File: config.mk
export PLATFORM = sky130hd
export DESIGN_NAME = ssdb_top
export DESIGN_NICKNAME = d
export VERILOG_FILES = /design/src/ssdb_pkg.sv /design/src/ssdb_clkdiv.sv /design/src/ssdb_shifter.sv /design/src/ssdb_top.sv
export SDC_FILE = /design/constraint.sdc
export NUM_CORES = 1
export LEC_CHECK = 0
export ABC_AREA = 1
export BUFFER_PORTS_ARGS = -buffer_cell sky130_fd_sc_hd__buf_2
export CAP_MARGIN = 20
export CORE_ASPECT_RATIO = 0.9
export CORE_MARGIN = 5
export CORE_UTILIZATION = 25
export DETAILED_ROUTE_END_ITERATION = 12
export PLACE_DENSITY_LB_ADDON = 0.08
export SYNTH_ARGS = -nofsm -noshare
export SYNTH_HDL_FRONTEND = slang
export SYNTH_SLANG_ARGS = --single-unit
export TNS_END_PERCENT = 100
File: constraint.sdc
create_clock -name clock -period 3.2 [get_ports clock]
set_clock_uncertainty 0.1 [all_clocks]
set_input_delay 0.64 -clock clock [delete_from_list [all_inputs] [get_ports clock]]
set_output_delay 0.64 -clock clock [all_outputs]
set_load 0.01 [all_outputs]
File: src/ssdb_pkg.sv
// Constants, register layout and types of the serial status and data block.
// Assumes one clock domain and an Avalon-MM slave with word-aligned registers.
package ssdb_pkg;

  // ---------------------------------------------------------------------------
  // Register indices; the byte address is four times the index
  // ---------------------------------------------------------------------------
  localparam int unsigned ADDR_W      = 8;
  localparam logic [7:0]  IDX_CONTROL = 8'h28;
  localparam logic [7:0]  IDX_STATUS  = 8'h29;
  localparam logic [7:0]  IDX_DATA    = 8'h2A;
  localparam logic [7:0]  IDX_OPTIONS = 8'h38;
  localparam logic [7:0]  IDX_EVENT   = 8'h3C;
  localparam logic [7:0]  IDX_MASK    = 8'h3D;

  function automatic logic [7:0] ssdb_byte_addr(input logic [7:0] idx);
    return {idx[5:0], 2'b00};
  endfunction : ssdb_byte_addr

  // ---------------------------------------------------------------------------
  // Field positions and reset values
  // ---------------------------------------------------------------------------
  localparam int ST_DONE     = 7;
  localparam int ST_WRITE_COLLISION_FLAG     = 6;
  localparam int ST_MODE_FAULT_FLAG     = 4;
  localparam int CT_IRQ_EN   = 7;
  localparam int CT_ENABLE   = 6;
  localparam int CT_WIRED_OR = 5;
  localparam int CT_MASTER   = 4;
  localparam int CT_CPOL     = 3;
  localparam int CT_CPHA     = 2;
  localparam int CT_RATE_HI  = 1;
  localparam int CT_RATE_LO  = 0;
  localparam int OP_BIT_ORDER  = 3;
  localparam int OP_EXTRA_RATE = 2;
  localparam int EV_DONE     = 0;
  localparam int EV_WRITE_COLLISION_FLAG     = 1;
  localparam int EV_MODE_FAULT_FLAG     = 2;
  localparam int EV_W        = 3;

  localparam logic [7:0] CONTROL_RESET = 8'h04;
  localparam logic [7:0] OPTIONS_RESET = 8'h00;
  localparam logic [7:0] OPTIONS_MASK  = 8'hFC;
  localparam logic [7:0] BYTE_RESET    = 8'h00;

  // ---------------------------------------------------------------------------
  // Transfer shape and clock divider
  // ---------------------------------------------------------------------------
  localparam logic [3:0] LAST_EDGE = 4'hF;
  localparam int BASE_DIV [4] = '{2, 4, 16, 32};
  localparam int PRESCALE     = 4;

  typedef enum logic [1:0] {
    SSDB_IDLE = 2'b01,
    SSDB_RUN  = 2'b10
  } ssdb_xfer_t;

  // Half the E clock divide ratio, less one, for a rate select code.
  function automatic logic [5:0] ssdb_half_m1(input logic [2:0] sel);
    int d;
    d = BASE_DIV[sel[1:0]];
    if (sel[2]) begin
      d = d * PRESCALE;
    end
    return 6'(d / 2 - 1);
  endfunction : ssdb_half_m1

endpackage : ssdb_pkg

File: src/ssdb_clkdiv.sv
// Serial clock divider: one tick per half period of the master serial clock.
// Assumes rate select stays steady while run is high.
`timescale 1ns/10ps
module ssdb_clkdiv (
  input  wire logic       clock,
  input  wire logic       resetn,
  input  wire logic       run,
  input  wire logic [2:0] rate_sel,
  output logic            tick
);

  logic [5:0] count_reg;
  logic [5:0] count_next;
  logic [5:0] limit;

  assign limit      = ssdb_pkg::ssdb_half_m1(rate_sel);
  assign tick       = run & (count_reg == limit);
  assign count_next = (~run | tick) ? 6'h00 : count_reg + 6'h01;

  always_ff @(posedge clock or negedge resetn) begin
    if (!resetn) begin
      count_reg <= 6'h00;
    end else begin
      count_reg <= count_next;
    end
  end

endmodule : ssdb_clkdiv

File: src/ssdb_shifter.sv
// Byte shift engine for master and slave transfers with phase and bit order.
// Assumes synchronised serial inputs and one tick per master half period.
`timescale 1ns/10ps
module ssdb_shifter (
  input  wire logic       clock,
  input  wire logic       resetn,
  input  wire logic       load,
  input  wire logic       start,
  input  wire logic       abort,
  input  wire logic [7:0] load_data,
  input  wire logic       master,
  input  wire logic       cpha,
  input  wire logic       bit_order_select,
  input  wire logic       tick,
  input  wire logic       sck_sync,
  input  wire logic       select_sync,
  input  wire logic       in_bit,
  output logic            sck_level,
  output logic            out_bit,
  output logic            busy,
  output logic            done,
  output logic [7:0]      rx_data
);

  ssdb_pkg::ssdb_xfer_t state_reg;
  ssdb_pkg::ssdb_xfer_t state_next;
  logic [7:0] shift_reg;
  logic [7:0] shift_next;
  logic [3:0] edge_reg;
  logic [3:0] edge_next;
  logic       sck_reg;
  logic       sck_prev_reg;
  logic       out_reg;
  logic       out_next;
  logic       done_reg;

  function automatic logic first_bit(input logic [7:0] d, input logic lsb_first);
    return lsb_first ? d[0] : d[7];
  endfunction : first_bit

  wire       running     = (state_reg == ssdb_pkg::SSDB_RUN);
  wire       master_edge = master & running & tick;
  wire       slave_edge  = ~master & running & select_sync & (sck_sync ^ sck_prev_reg);
  wire       any_edge    = master_edge | slave_edge;
  wire       leading     = ~edge_reg[0];
  wire       sample      = any_edge & (leading ^ cpha);
  wire       drive       = any_edge & ~(leading ^ cpha);
  wire       last        = any_edge & (edge_reg == ssdb_pkg::LAST_EDGE);
  // Bit order only changes the shift direction, never the byte layout.
  wire [7:0] shifted     = bit_order_select ? {in_bit, shift_reg[7:1]}
                                : {shift_reg[6:0], in_bit};

  always_comb begin
    state_next = state_reg;
    case (state_reg)
      ssdb_pkg::SSDB_IDLE: begin
        if (start | (~master & select_sync)) begin
          state_next = ssdb_pkg::SSDB_RUN;
        end
      end
      ssdb_pkg::SSDB_RUN: begin
        if (abort | (master & last) | (~master & ~select_sync)) begin
          state_next = ssdb_pkg::SSDB_IDLE;
        end
      end
      default: state_next = ssdb_pkg::SSDB_IDLE;
    endcase
  end

  assign edge_next  = ~running ? 4'h0 : (any_edge ? edge_reg + 4'h1 : edge_reg);
  assign shift_next = load ? load_data : (sample ? shifted : shift_reg);
  assign out_next   = load ? first_bit(load_data, bit_order_select) :
                      (drive | ~running) ? first_bit(shift_reg, bit_order_select) : out_reg;

  always_ff @(posedge clock or negedge resetn) begin
    if (!resetn) begin
      state_reg    <= ssdb_pkg::SSDB_IDLE;
      shift_reg    <= ssdb_pkg::BYTE_RESET;
      edge_reg     <= 4'h0;
      sck_reg      <= 1'b0;
      sck_prev_reg <= 1'b0;
      out_reg      <= 1'b0;
      done_reg     <= 1'b0;
    end else begin
      state_reg    <= state_next;
      shift_reg    <= shift_next;
      edge_reg     <= edge_next;
      sck_reg      <= running & (sck_reg ^ master_edge);
      sck_prev_reg <= sck_sync;
      out_reg      <= out_next;
      done_reg     <= last & ~abort;
    end
  end

  assign sck_level = sck_reg;
  assign out_bit   = out_reg;
  assign busy      = running;
  assign done      = done_reg;
  assign rx_data   = shift_reg;

endmodule : ssdb_shifter

File: src/ssdb_top.sv
// Serial port status flags, data buffer and option bits behind an Avalon-MM slave.
// Assumes one 40 MHz clock; serial pins are asynchronous and are synchronised here.
//
// Overview of operation
// - Set transfer done flag, status bit seven
// - Interrupt when done flag set and enabled
// - Clear done: status read, then data access
// - Ignore data writes until flagged status read
// - Collision flag bit six, same clearing sequence
// - Only master data writes start a transfer
// - Done flag set in master and slave
// - Data reads return the receive buffer
// - Bit order option shifts LSB first
// - Extra rate option adds divide by four
// - Master clock divides E by 2 to 128
`timescale 1ns/10ps
module ssdb_top (
  input  wire logic                        clock,
  input  wire logic                        resetn,
  input  wire logic [ssdb_pkg::ADDR_W-1:0] avs_address,
  input  wire logic                        avs_read,
  input  wire logic                        avs_write,
  input  wire logic [31:0]                 avs_writedata,
  input  wire logic [3:0]                  avs_byteenable,
  output logic      [31:0]                 avs_readdata,
  output logic                             avs_waitrequest,
  output logic                             irq,
  input  wire logic                        sck_in,
  output logic                             sck_out,
  output logic                             sck_oe,
  input  wire logic                        mosi_in,
  output logic                             mosi_out,
  output logic                             mosi_oe,
  input  wire logic                        miso_in,
  output logic                             miso_out,
  output logic                             miso_oe,
  input  wire logic                        select_n_in
);

  // ---------------------------------------------------------------------------
  // Pin synchronisers
  // ---------------------------------------------------------------------------
  logic [3:0] sync1_reg;
  logic [3:0] sync2_reg;

  always_ff @(posedge clock or negedge resetn) begin
    if (!resetn) begin
      sync1_reg <= 4'hF;
      sync2_reg <= 4'hF;
    end else begin
      sync1_reg <= {select_n_in, miso_in, mosi_in, sck_in};
      sync2_reg <= sync1_reg;
    end
  end

  wire sck_s         = sync2_reg[0];
  wire mosi_s        = sync2_reg[1];
  wire miso_s        = sync2_reg[2];
  wire select_active = ~sync2_reg[3];

  // ---------------------------------------------------------------------------
  // Register state
  // ---------------------------------------------------------------------------
  logic [7:0]            control_reg;
  logic [7:0]            control_next;
  logic [7:0]            options_reg;
  logic [7:0]            options_next;
  logic [7:0]            rx_buffer_reg;
  logic [7:0]            rx_buffer_next;
  logic                  done_flag_reg;
  logic                  done_flag_next;
  logic                  done_armed_reg;
  logic                  done_armed_next;
  logic                  write_collision_flag_flag_reg;
  logic                  write_collision_flag_flag_next;
  logic                  write_collision_flag_armed_reg;
  logic                  write_collision_flag_armed_next;
  logic                  mode_fault_flag_flag_reg;
  logic                  mode_fault_flag_flag_next;
  logic                  mode_fault_flag_armed_reg;
  logic                  mode_fault_flag_armed_next;
  logic [ssdb_pkg::EV_W-1:0] event_reg;
  logic [ssdb_pkg::EV_W-1:0] event_next;
  logic [ssdb_pkg::EV_W-1:0] mask_reg;
  logic [ssdb_pkg::EV_W-1:0] mask_next;
  logic                  ack_reg;
  logic [7:0]            readdata_reg;
  logic [7:0]            read_value;
  logic [7:0]            status_value;
  logic                  irq_reg;
  logic                  irq_next;

  // ---------------------------------------------------------------------------
  // Bus decode
  // ---------------------------------------------------------------------------
  // Every access is answered on the second cycle; waitrequest stays high
  // in the first so the read value is settled before it is sampled.
  wire request    = avs_read | avs_write;
  wire accept     = request & ack_reg;
  wire hit_ctrl   = (avs_address == ssdb_pkg::ssdb_byte_addr(ssdb_pkg::IDX_CONTROL));
  wire hit_status = (avs_address == ssdb_pkg::ssdb_byte_addr(ssdb_pkg::IDX_STATUS));
  wire hit_data   = (avs_address == ssdb_pkg::ssdb_byte_addr(ssdb_pkg::IDX_DATA));
  wire hit_opt    = (avs_address == ssdb_pkg::ssdb_byte_addr(ssdb_pkg::IDX_OPTIONS));
  wire hit_event  = (avs_address == ssdb_pkg::ssdb_byte_addr(ssdb_pkg::IDX_EVENT));
  wire hit_mask   = (avs_address == ssdb_pkg::ssdb_byte_addr(ssdb_pkg::IDX_MASK));
  wire wr_en      = accept & avs_write & avs_byteenable[0];
  wire wr_ctrl    = wr_en & hit_ctrl;
  wire wr_data    = wr_en & hit_data;
  wire wr_opt     = wr_en & hit_opt;
  wire wr_event   = wr_en & hit_event;
  wire wr_mask    = wr_en & hit_mask;
  wire rd_status  = accept & avs_read & hit_status;
  wire data_acc   = accept & hit_data;

  always_comb begin
    status_value                    = 8'h00;
    status_value[ssdb_pkg::ST_DONE] = done_flag_reg;
    status_value[ssdb_pkg::ST_WRITE_COLLISION_FLAG] = write_collision_flag_flag_reg;
    status_value[ssdb_pkg::ST_MODE_FAULT_FLAG] = mode_fault_flag_flag_reg;
  end

  assign read_value = hit_ctrl   ? control_reg :
                      hit_status ? status_value :
                      hit_data   ? rx_buffer_reg :
                      hit_opt    ? options_reg :
                      hit_event  ? {5'h00, event_reg} :
                      hit_mask   ? {5'h00, mask_reg} : 8'h00;

  always_ff @(posedge clock or negedge resetn) begin
    if (!resetn) begin
      ack_reg      <= 1'b0;
      readdata_reg <= 8'h00;
    end else begin
      ack_reg      <= request & ~ack_reg;
      readdata_reg <= (avs_read & ~ack_reg) ? read_value : readdata_reg;
    end
  end

  assign avs_waitrequest = ~ack_reg;
  assign avs_readdata    = {24'h000000, readdata_reg};

  // ---------------------------------------------------------------------------
  // Transfer engine
  // ---------------------------------------------------------------------------
  wire       enable   = control_reg[ssdb_pkg::CT_ENABLE];
  wire       master   = control_reg[ssdb_pkg::CT_MASTER];
  wire       wired_or = control_reg[ssdb_pkg::CT_WIRED_OR];
  wire [2:0] rate_sel = {options_reg[ssdb_pkg::OP_EXTRA_RATE],
                         control_reg[ssdb_pkg::CT_RATE_HI],
                         control_reg[ssdb_pkg::CT_RATE_LO]};
  wire       xfer_busy;
  wire       xfer_done;
  wire       tick;
  wire       sck_level;
  wire       out_bit;
  wire [7:0] rx_data;

  wire mode_fault_flag_event   = enable & master & select_active;
  wire write_ok     = wr_data & (~done_flag_reg | done_armed_reg);
  wire write_collision_flag_event   = write_ok & xfer_busy;
  wire load         = write_ok & ~xfer_busy;
  wire start        = load & master & enable;
  wire abort        = mode_fault_flag_event | ~enable;

  ssdb_clkdiv u_clkdiv (
    .clock    (clock),
    .resetn   (resetn),
    .run      (xfer_busy & master),
    .rate_sel (rate_sel),
    .tick     (tick)
  );

  ssdb_shifter u_shifter (
    .clock       (clock),
    .resetn      (resetn),
    .load        (load),
    .start       (start),
    .abort       (abort),
    .load_data   (avs_writedata[7:0]),
    .master      (master),
    .cpha        (control_reg[ssdb_pkg::CT_CPHA]),
    .bit_order_select        (options_reg[ssdb_pkg::OP_BIT_ORDER]),
    .tick        (tick),
    .sck_sync    (sck_s),
    .select_sync (enable & select_active),
    .in_bit      (master ? miso_s : mosi_s),
    .sck_level   (sck_level),
    .out_bit     (out_bit),
    .busy        (xfer_busy),
    .done        (xfer_done),
    .rx_data     (rx_data)
  );

  // ---------------------------------------------------------------------------
  // Status flags and their clearing sequences
  // ---------------------------------------------------------------------------
  // A completion in the same cycle as a clear keeps the flag set.
  wire done_clr = done_armed_reg & data_acc;
  wire write_collision_flag_clr = write_collision_flag_armed_reg & data_acc;
  wire mode_fault_flag_clr = mode_fault_flag_armed_reg & wr_ctrl;

  assign done_flag_next  = xfer_done | (done_flag_reg & ~done_clr);
  assign done_armed_next = done_flag_next & ~done_clr &
                           (done_armed_reg | (rd_status & readdata_reg[ssdb_pkg::ST_DONE]));
  assign write_collision_flag_flag_next  = write_collision_flag_event | (write_collision_flag_flag_reg & ~write_collision_flag_clr);
  assign write_collision_flag_armed_next = write_collision_flag_flag_next & ~write_collision_flag_clr &
                           (write_collision_flag_armed_reg | (rd_status & readdata_reg[ssdb_pkg::ST_WRITE_COLLISION_FLAG]));
  assign mode_fault_flag_flag_next  = mode_fault_flag_event | (mode_fault_flag_flag_reg & ~mode_fault_flag_clr);
  assign mode_fault_flag_armed_next = mode_fault_flag_flag_next & ~mode_fault_flag_clr &
                           (mode_fault_flag_armed_reg | (rd_status & readdata_reg[ssdb_pkg::ST_MODE_FAULT_FLAG]));

  // A byte finished while the previous one is still unread is dropped.
  assign rx_buffer_next = (xfer_done & (~done_flag_reg | done_clr)) ? rx_data
                                                                    : rx_buffer_reg;

  // ---------------------------------------------------------------------------
  // Control, options, event and mask registers
  // ---------------------------------------------------------------------------
  always_comb begin
    control_next = wr_ctrl ? avs_writedata[7:0] : control_reg;
    if (mode_fault_flag_event) begin
      control_next[ssdb_pkg::CT_ENABLE] = 1'b0;
      control_next[ssdb_pkg::CT_MASTER] = 1'b0;
    end
  end

  assign options_next = wr_opt ? (avs_writedata[7:0] & ssdb_pkg::OPTIONS_MASK)
                               : options_reg;
  assign mask_next    = wr_mask ? avs_writedata[ssdb_pkg::EV_W-1:0] : mask_reg;
  assign event_next   = (event_reg & ~(wr_event ? avs_writedata[ssdb_pkg::EV_W-1:0]
                                                : {ssdb_pkg::EV_W{1'b0}}))
                        | {mode_fault_flag_event, write_collision_flag_event, xfer_done};

  assign irq_next = (control_reg[ssdb_pkg::CT_IRQ_EN] & (done_flag_reg | mode_fault_flag_flag_reg))
                    | (|(event_reg & mask_reg));

  always_ff @(posedge clock or negedge resetn) begin
    if (!resetn) begin
      control_reg    <= ssdb_pkg::CONTROL_RESET;
      options_reg    <= ssdb_pkg::OPTIONS_RESET;
      rx_buffer_reg  <= ssdb_pkg::BYTE_RESET;
      done_flag_reg  <= 1'b0;
      done_armed_reg <= 1'b0;
      write_collision_flag_flag_reg  <= 1'b0;
      write_collision_flag_armed_reg <= 1'b0;
      mode_fault_flag_flag_reg  <= 1'b0;
      mode_fault_flag_armed_reg <= 1'b0;
      event_reg      <= {ssdb_pkg::EV_W{1'b0}};
      mask_reg       <= {ssdb_pkg::EV_W{1'b0}};
      irq_reg        <= 1'b0;
    end else begin
      control_reg    <= control_next;
      options_reg    <= options_next;
      rx_buffer_reg  <= rx_buffer_next;
      done_flag_reg  <= done_flag_next;
      done_armed_reg <= done_armed_next;
      write_collision_flag_flag_reg  <= write_collision_flag_flag_next;
      write_collision_flag_armed_reg <= write_collision_flag_armed_next;
      mode_fault_flag_flag_reg  <= mode_fault_flag_flag_next;
      mode_fault_flag_armed_reg <= mode_fault_flag_armed_next;
      event_reg      <= event_next;
      mask_reg       <= mask_next;
      irq_reg        <= irq_next;
    end
  end

  assign irq = irq_reg;

  // ---------------------------------------------------------------------------
  // Serial pins
  // ---------------------------------------------------------------------------
  // In wired-or mode a pin is only pulled low; a high level is left to a pull-up.
  wire drive_master = enable & master;
  wire drive_slave  = enable & ~master & select_active;
  wire sck_value    = sck_level ^ control_reg[ssdb_pkg::CT_CPOL];

  assign sck_out  = sck_value;
  assign sck_oe   = drive_master & ~(wired_or & sck_value);
  assign mosi_out = out_bit;
  assign mosi_oe  = drive_master & ~(wired_or & out_bit);
  assign miso_out = out_bit;
  assign miso_oe  = drive_slave & ~(wired_or & out_bit);

endmodule : ssdb_top

== Yosys cells after proc, flatten, opt, wreduce, memory -nomap -nowiden ==
Index checks and enable logic that the tools add are counted.

* Eq/ne operators: 13
* $add $sub $neg: 4
* $lt $le $gt $ge: 1
* Multiplexer cells: 28
* Reduce and logical (&&, ||, !) cells: 5
* Bitwise logic cells: 103

{| class="wikitable"
|+ Operator list
! cell !! number
|-
| $mux 32 || 3
|-
| $bmux 32 s2 || 1
|-
| $and 1x1->1 || 60
|-
| $mux 8 || 7
|-
| $eq 8x8->1 const B || 6
|-
| $or 1x1->1 || 18
|-
| $not 1->1 || 16
|-
| $mux 3 || 3
|-
| $mux 4 || 2
|-
| $mux 1 || 7
|-
| $mux 7 || 1
|-
| $add 6x1->6 || 1
|-
| $add 6x1->6 const B || 1
|-
| $and 3x3->3 || 2
|-
| $eq 6x6->1 || 1
|-
| $mux 6 || 1
|-
| $reduce_bool 2->1 || 3
|-
| $sub 6x2->6 const B || 1
|-
| $add 4x1->4 const B || 1
|-
| $eq 4x4->1 const B || 1
|-
| $mux 2 || 2
|-
| $ne 2x2->1 const B || 2
|-
| $pmux 2 s2 || 1
|-
| $xor 1x1->1 || 4
|-
| other kinds (9) || 9
|}

* Word-level logic and storage cells: 179
* Bits of input ports: 52
* Output and inout bits: 40
* Bits in registers: 76

== Depth between registers and ports, before layout ==
* Depth in word-level cells: 18
* Gate-level depth with buffers: 15
* Mapped depth without buffers: 14

== Modules after synthesis ==
A second synthesis with hierarchy kept.

* Cell total of the unflattened synthesis: 528
* Area, all modules: 4,195.3 sq um

{| class="wikitable"
|+ Modules (own cells, without submodules)
! module !! cells an instance !! seq. area each (sq um) !! instances !! area an instance (sq um)
|-
| ssdb_top || 327 || 1,312.5 || 1 || 2,651.3
|-
| ssdb_shifter || 140 || 451.7 || 1 || 1,116.1
|-
| ssdb_clkdiv || 61 || 150.1 || 1 || 427.9
|}

== Worst setup path before layout ==
Ideal clock, no wire load.

* Kind: input-to-reg
* From: input avs_address[1] (netlist bit)
* To: register u_shifter.shift_reg[6] (netlist: u_shifter.rx_data[6])
* Data arrival time: 1,848 ps
* Stages on the path: 10
* Setup time: 118 ps
* Path slack: 1,134 ps
* Cell sequence: or2_1 nor2_1 nand2_1 inv_2 nand3_4 clkbuf_1 o211ai_1 o21ai_0 nand2_1 o21ai_2

* Longest elaborated chain between the ends: 5
* Elaborated cells between the ends (all ways): 6
* Those cells by class: eq/ne (1); mux (1); bitwise (3); reduce/logical (1)

{| class="wikitable"
|+ Ends and longest elaborated chain
! element !! line !! RTL
|-
| from (decl) || ssdb_top.sv:20 || <nowiki>input wire logic [ssdb_pkg::ADDR_W-1:0] avs_address,</nowiki>
|-
| $eq 8x8->1 (*) || ssdb_top.sv:102 || <nowiki>wire hit_data = (avs_address == ssdb_pkg::ssdb_byte_addr(ssdb_pkg::IDX_DATA));</nowiki>
|-
| $and 1x1->1 (*) || ssdb_top.sv:108 || <nowiki>wire wr_data = wr_en & hit_data;</nowiki>
|-
| $and 1x1->1 (*) || ssdb_top.sv:159 || <nowiki>wire write_ok = wr_data & (~done_flag_reg | done_armed_reg);</nowiki>
|-
| $and 1x1->1 (*) || ssdb_top.sv:161 || <nowiki>wire load = write_ok & ~xfer_busy;</nowiki>
|-
| $mux 8 / $reduce_bool 2->1 (equally long branches) || -- ||
|-
| to (signal assigned) || ssdb_shifter.sv:78 || <nowiki>shift_reg <= ssdb_pkg::BYTE_RESET;</nowiki>
|-
| to (signal assigned) || ssdb_shifter.sv:86 || <nowiki>shift_reg <= shift_next;</nowiki>
|-
| to (decl) || ssdb_shifter.sv:27 || <nowiki>logic [7:0] shift_reg;</nowiki>
|}

Mark *: on every way between the ends. The rest lies on a longest branch, timed or not.
A chain may end at the register's enable or synchronous reset.

== Final worst setup path ==
* From: register control_reg[4]
* To: output miso_oe

* Longest elaborated chain between the ends: 4

{| class="wikitable"
|+ Ends and longest elaborated chain
! element !! line !! RTL
|-
| from (decl) || ssdb_top.sv:64 || <nowiki>logic [7:0] control_reg;</nowiki>
|-
| from (signal assigned) || ssdb_top.sv:239 || <nowiki>control_reg <= ssdb_pkg::CONTROL_RESET;</nowiki>
|-
| from (signal assigned) || ssdb_top.sv:252 || <nowiki>control_reg <= control_next;</nowiki>
|-
| $not 1->1 || ssdb_top.sv:274 || <nowiki>wire drive_slave = enable & ~master & select_active;</nowiki>
|-
| $and 1x1->1 (2 in series) || ssdb_top.sv:274 ||
|-
| $and 1x1->1 || ssdb_top.sv:282 || <nowiki>assign miso_oe = drive_slave & ~(wired_or & out_bit);</nowiki>
|-
| to (decl) || ssdb_top.sv:36 || <nowiki>output logic miso_oe,</nowiki>
|}

No other way between the ends.

==> impl_metrics.csv <==
group,metric,value,unit
run_status,status,"finished clean",
hold_path,holdCritPathClass,"primary input to asynchronous set/reset pin",
floorplan,dieHeight,127.7,um
synthesis,ys_seq_area_share,49.72,%
synthesis,synth_flop_cell,"dfrtp_1",
pwr,peakVddDrop,0.2372,mV
pwr,power_leakage,2.124,nW
clock_tree,cts_htree_levels,3,
timing,period_needed,2.282,ns
critical_path,crit_fanout,9,
detailed_routing,finalWirelength,9954,um
critical_path,r2r_slack,1.04,ns
floorplan,core.rowCount,43,
clock_tree,cts_tree,"yes",
floorplan,core_area,0.01528,mm2
floorplan,io_pins,92,
grt,grt_pass1_vias,3055,
synthesis,synth_top_cell_by_area,"dfrtp_1",
flow_run,drv_cap,0,
critical_path,r2r-end,"u_shifter.rx_data[6]",
detailed_routing,vias_per_cell,4.260,
synthesis,synthDistinctLibCells,36,
layout,fill_cells,1663,
synthesis,yosysTopAreaCellShare,42.90,%
detailed_routing,firstDrtPassIters,4,
layout,nets,570,
clock_tree,cts-root-buf,"clkbuf_16",
synthesis,ys_top_cells_by_count,"119 x nand2_1, 66 x dfrtp_1, 56 x inv_1",
timing,hold_violations,0,
critical_path,start_kind,"flop",
floorplan,initial_utilization,25.20,%
clock_tree,clkSlewWorstSetupHoldPaths,0.06,ns
clock_tree,cts_buffers,9,
critical_path,arrival,1.54,ns
placement,place_area,0.004177,mm2
critical_path,path_delay_family,"flip-flops",
critical_path,critPathCaptureType,"output port",
timing,clock.fmax,438.1,MHz
grt,grt_max_degree,42,
pwr,power_density,530.4,mW/mm2
layout,fin_util,29.17,%
placement,dp_hpwl,7635,um
synthesis,postSynthAreaPerCell,8.139,um2
grt,grt_usage,11.79,%
synthesis,yosys_register_bits,76,
floorplan,die_w,140.8,um
synthesis,yosys_warnings,0,
synthesis,mappedNetlistArea,0.003850,mm2
timing,tightestPinTransition,0.5493,ns
synthesis,async_reset_ff_share,100.0,%
grt,grt_overflow,0,
pwr,totalPowerFinal,2.364,mW
layout,finalInstanceArea,0.004457,mm2
clock_tree,cts_resized,0,
clock_tree,clockBufferDepth,2,
detailed_routing,vias,3080,
clock_tree,cts_hold_buf,0,
synthesis,synth_area_leaders,"dfrtp_1 43%, nand2_1 12%, dfstp_2 6.8%",
synthesis,synthCells,473,
detailed_routing,drc,0,
grt,grt_pass1_wl,16300,um
timing,slew_violations,0,
timing,final-setup-viol-count,0,
timing,setup_tns,0,ns
critical_path,criticalPathCategory,"flop to output port",
critical_path,r2r-start,"control_reg[1]",
timing,rsz0062_at_grt,"false",
critical_path,reg2regPathDepth,11,
layout,drive_above_1_share,16.31,%
critical_path,cpPeakStageDelay,0.52,ns
grt,antenna_found_initial,0,
placement,gp_congestion,0.7662,
critical_path,crit_chain,"nor3_1 -> inv_1 -> a21oi_1 -> buf_2",
layout,num_antenna_cells,0,
layout,syn_to_final_growth,15.76,%
detailed_routing,drt-initial-drc-count,218,
critical_path,critPathSlowestCell,"dfrtp_1",
critical_path,crit_buf_inv,2,
clock_tree,clock-sinks,76,
floorplan,dieArea,0.01799,mm2
synthesis,yosysMostFrequentCell,"nand2_1",
clock_tree,post_cts_buffers,0,
timing,maxSlewHeadroom,63.38,%
clock_tree,clkLatencyLatePin,0.34,ns
placement,io_buffers,40,
detailed_routing,avgRoutedWirePerCell,13.77,um
detailed_routing,antenna_left,0,
synthesis,synth_edf_count,0,
timing,fin_crit_sh,71.33,%
critical_path,cp.required,2.46,ns
==> cell type report <==
cell class | instances | area, um2 | area share (%)
multi-input cells | 324 | 1551 | 34.81
repair buffers | 43 | 225.2 | 5.053
clock inverters | 3 | 40.04 | 0.8984
flip-flops and latches | 76 | 1914 | 42.95
clock buffers | 13 | 240.2 | 5.390
well taps | 202 | 252.7 | 5.671
inverters | 62 | 232.7 | 5.222
==> per-layer routing <==
| layer | routed length, um | part of all wire, % | global-route usage (%) | vias up |
|---|---|---|---|---|
| met5 | 0 | 0 | 0 | - |
| met4 | 94 | 0.94 | 3.248 | 0 |
| met3 | 624 | 6.3 | 3.767 | 9 |
| met2 | 4369 | 44 | 18.22 | 81 |
| met1 | 4866 | 49 | 15.99 | 1429 |
| li1 | - | - | - | 1561 |
==> cells by family after synthesis <==
logic type	Yosys count	share of synthesized area [%]
simple gates	192	21.35
flops	76	49.72
fa+ha+maj	2	0.6499
other cells	1	0.09740
xor+xnor	5	1.137
compound gates	100	14.56
mux	1	0.2600
buf+inv	96	12.22
==> where the power goes <==
part           internal, mW  total (mW)  leakage (nW)  switching, mW
Combinational        0.0934       0.289          1.01          0.196
Sequential             1.03        1.08         0.972         0.0482
Clock                 0.602       0.992         0.138          0.390
==> worst max-delay path by stage <==
stage | from | end | slack (ns) | depth (start not counted)
global route | control_reg[4] | miso_oe | 0.78 | 4
floorplan | avs_address[1] | u_shifter.rx_data[6] | 1.13 | 10
finish | control_reg[4] | miso_oe | 0.92 | 4
global placement | avs_address[4] | rx_buffer_reg[4] | 0.67 | 11
CTS | control_reg[4] | miso_oe | 0.87 | 4
detailed placement | avs_address[4] | rx_buffer_reg[0] | 0.64 | 11
==> stage by stage <==
stage                     hold slack (ns)  setup WS (ns)  instances
after detailed placement           0.2468         0.6398        707
final                              0.1831         0.9176        723
after global routing               0.2208         0.7832        723
after floorplan                    0.2444          1.134        496
after global placement             0.2473         0.6726        707
after CTS                          0.2047         0.8705        723
==> cell usage in the layout (no fill, tap or decap), types with 2 or more instances in the layout <==
cell	count
ha_1	2
inv_2	6
o21ai_1	30
nand2_1	119
a31oi_1	3
a21oi_1	18
clkinv_2	2
nor2_2	6
nor3_1	7
conb_1	24
buf_4	4
o21ai_2	2
nor3b_1	2
inv_1	56
clkbuf_16	9
dfrtp_1	66
nor2_1	32
buf_2	39
o211ai_1	11
clkbuf_1	4
xor2_1	5
o21ai_0	31
dfstp_2	10
nand3_1	20
Note: power is estimated with default switching activity, not from simulation.
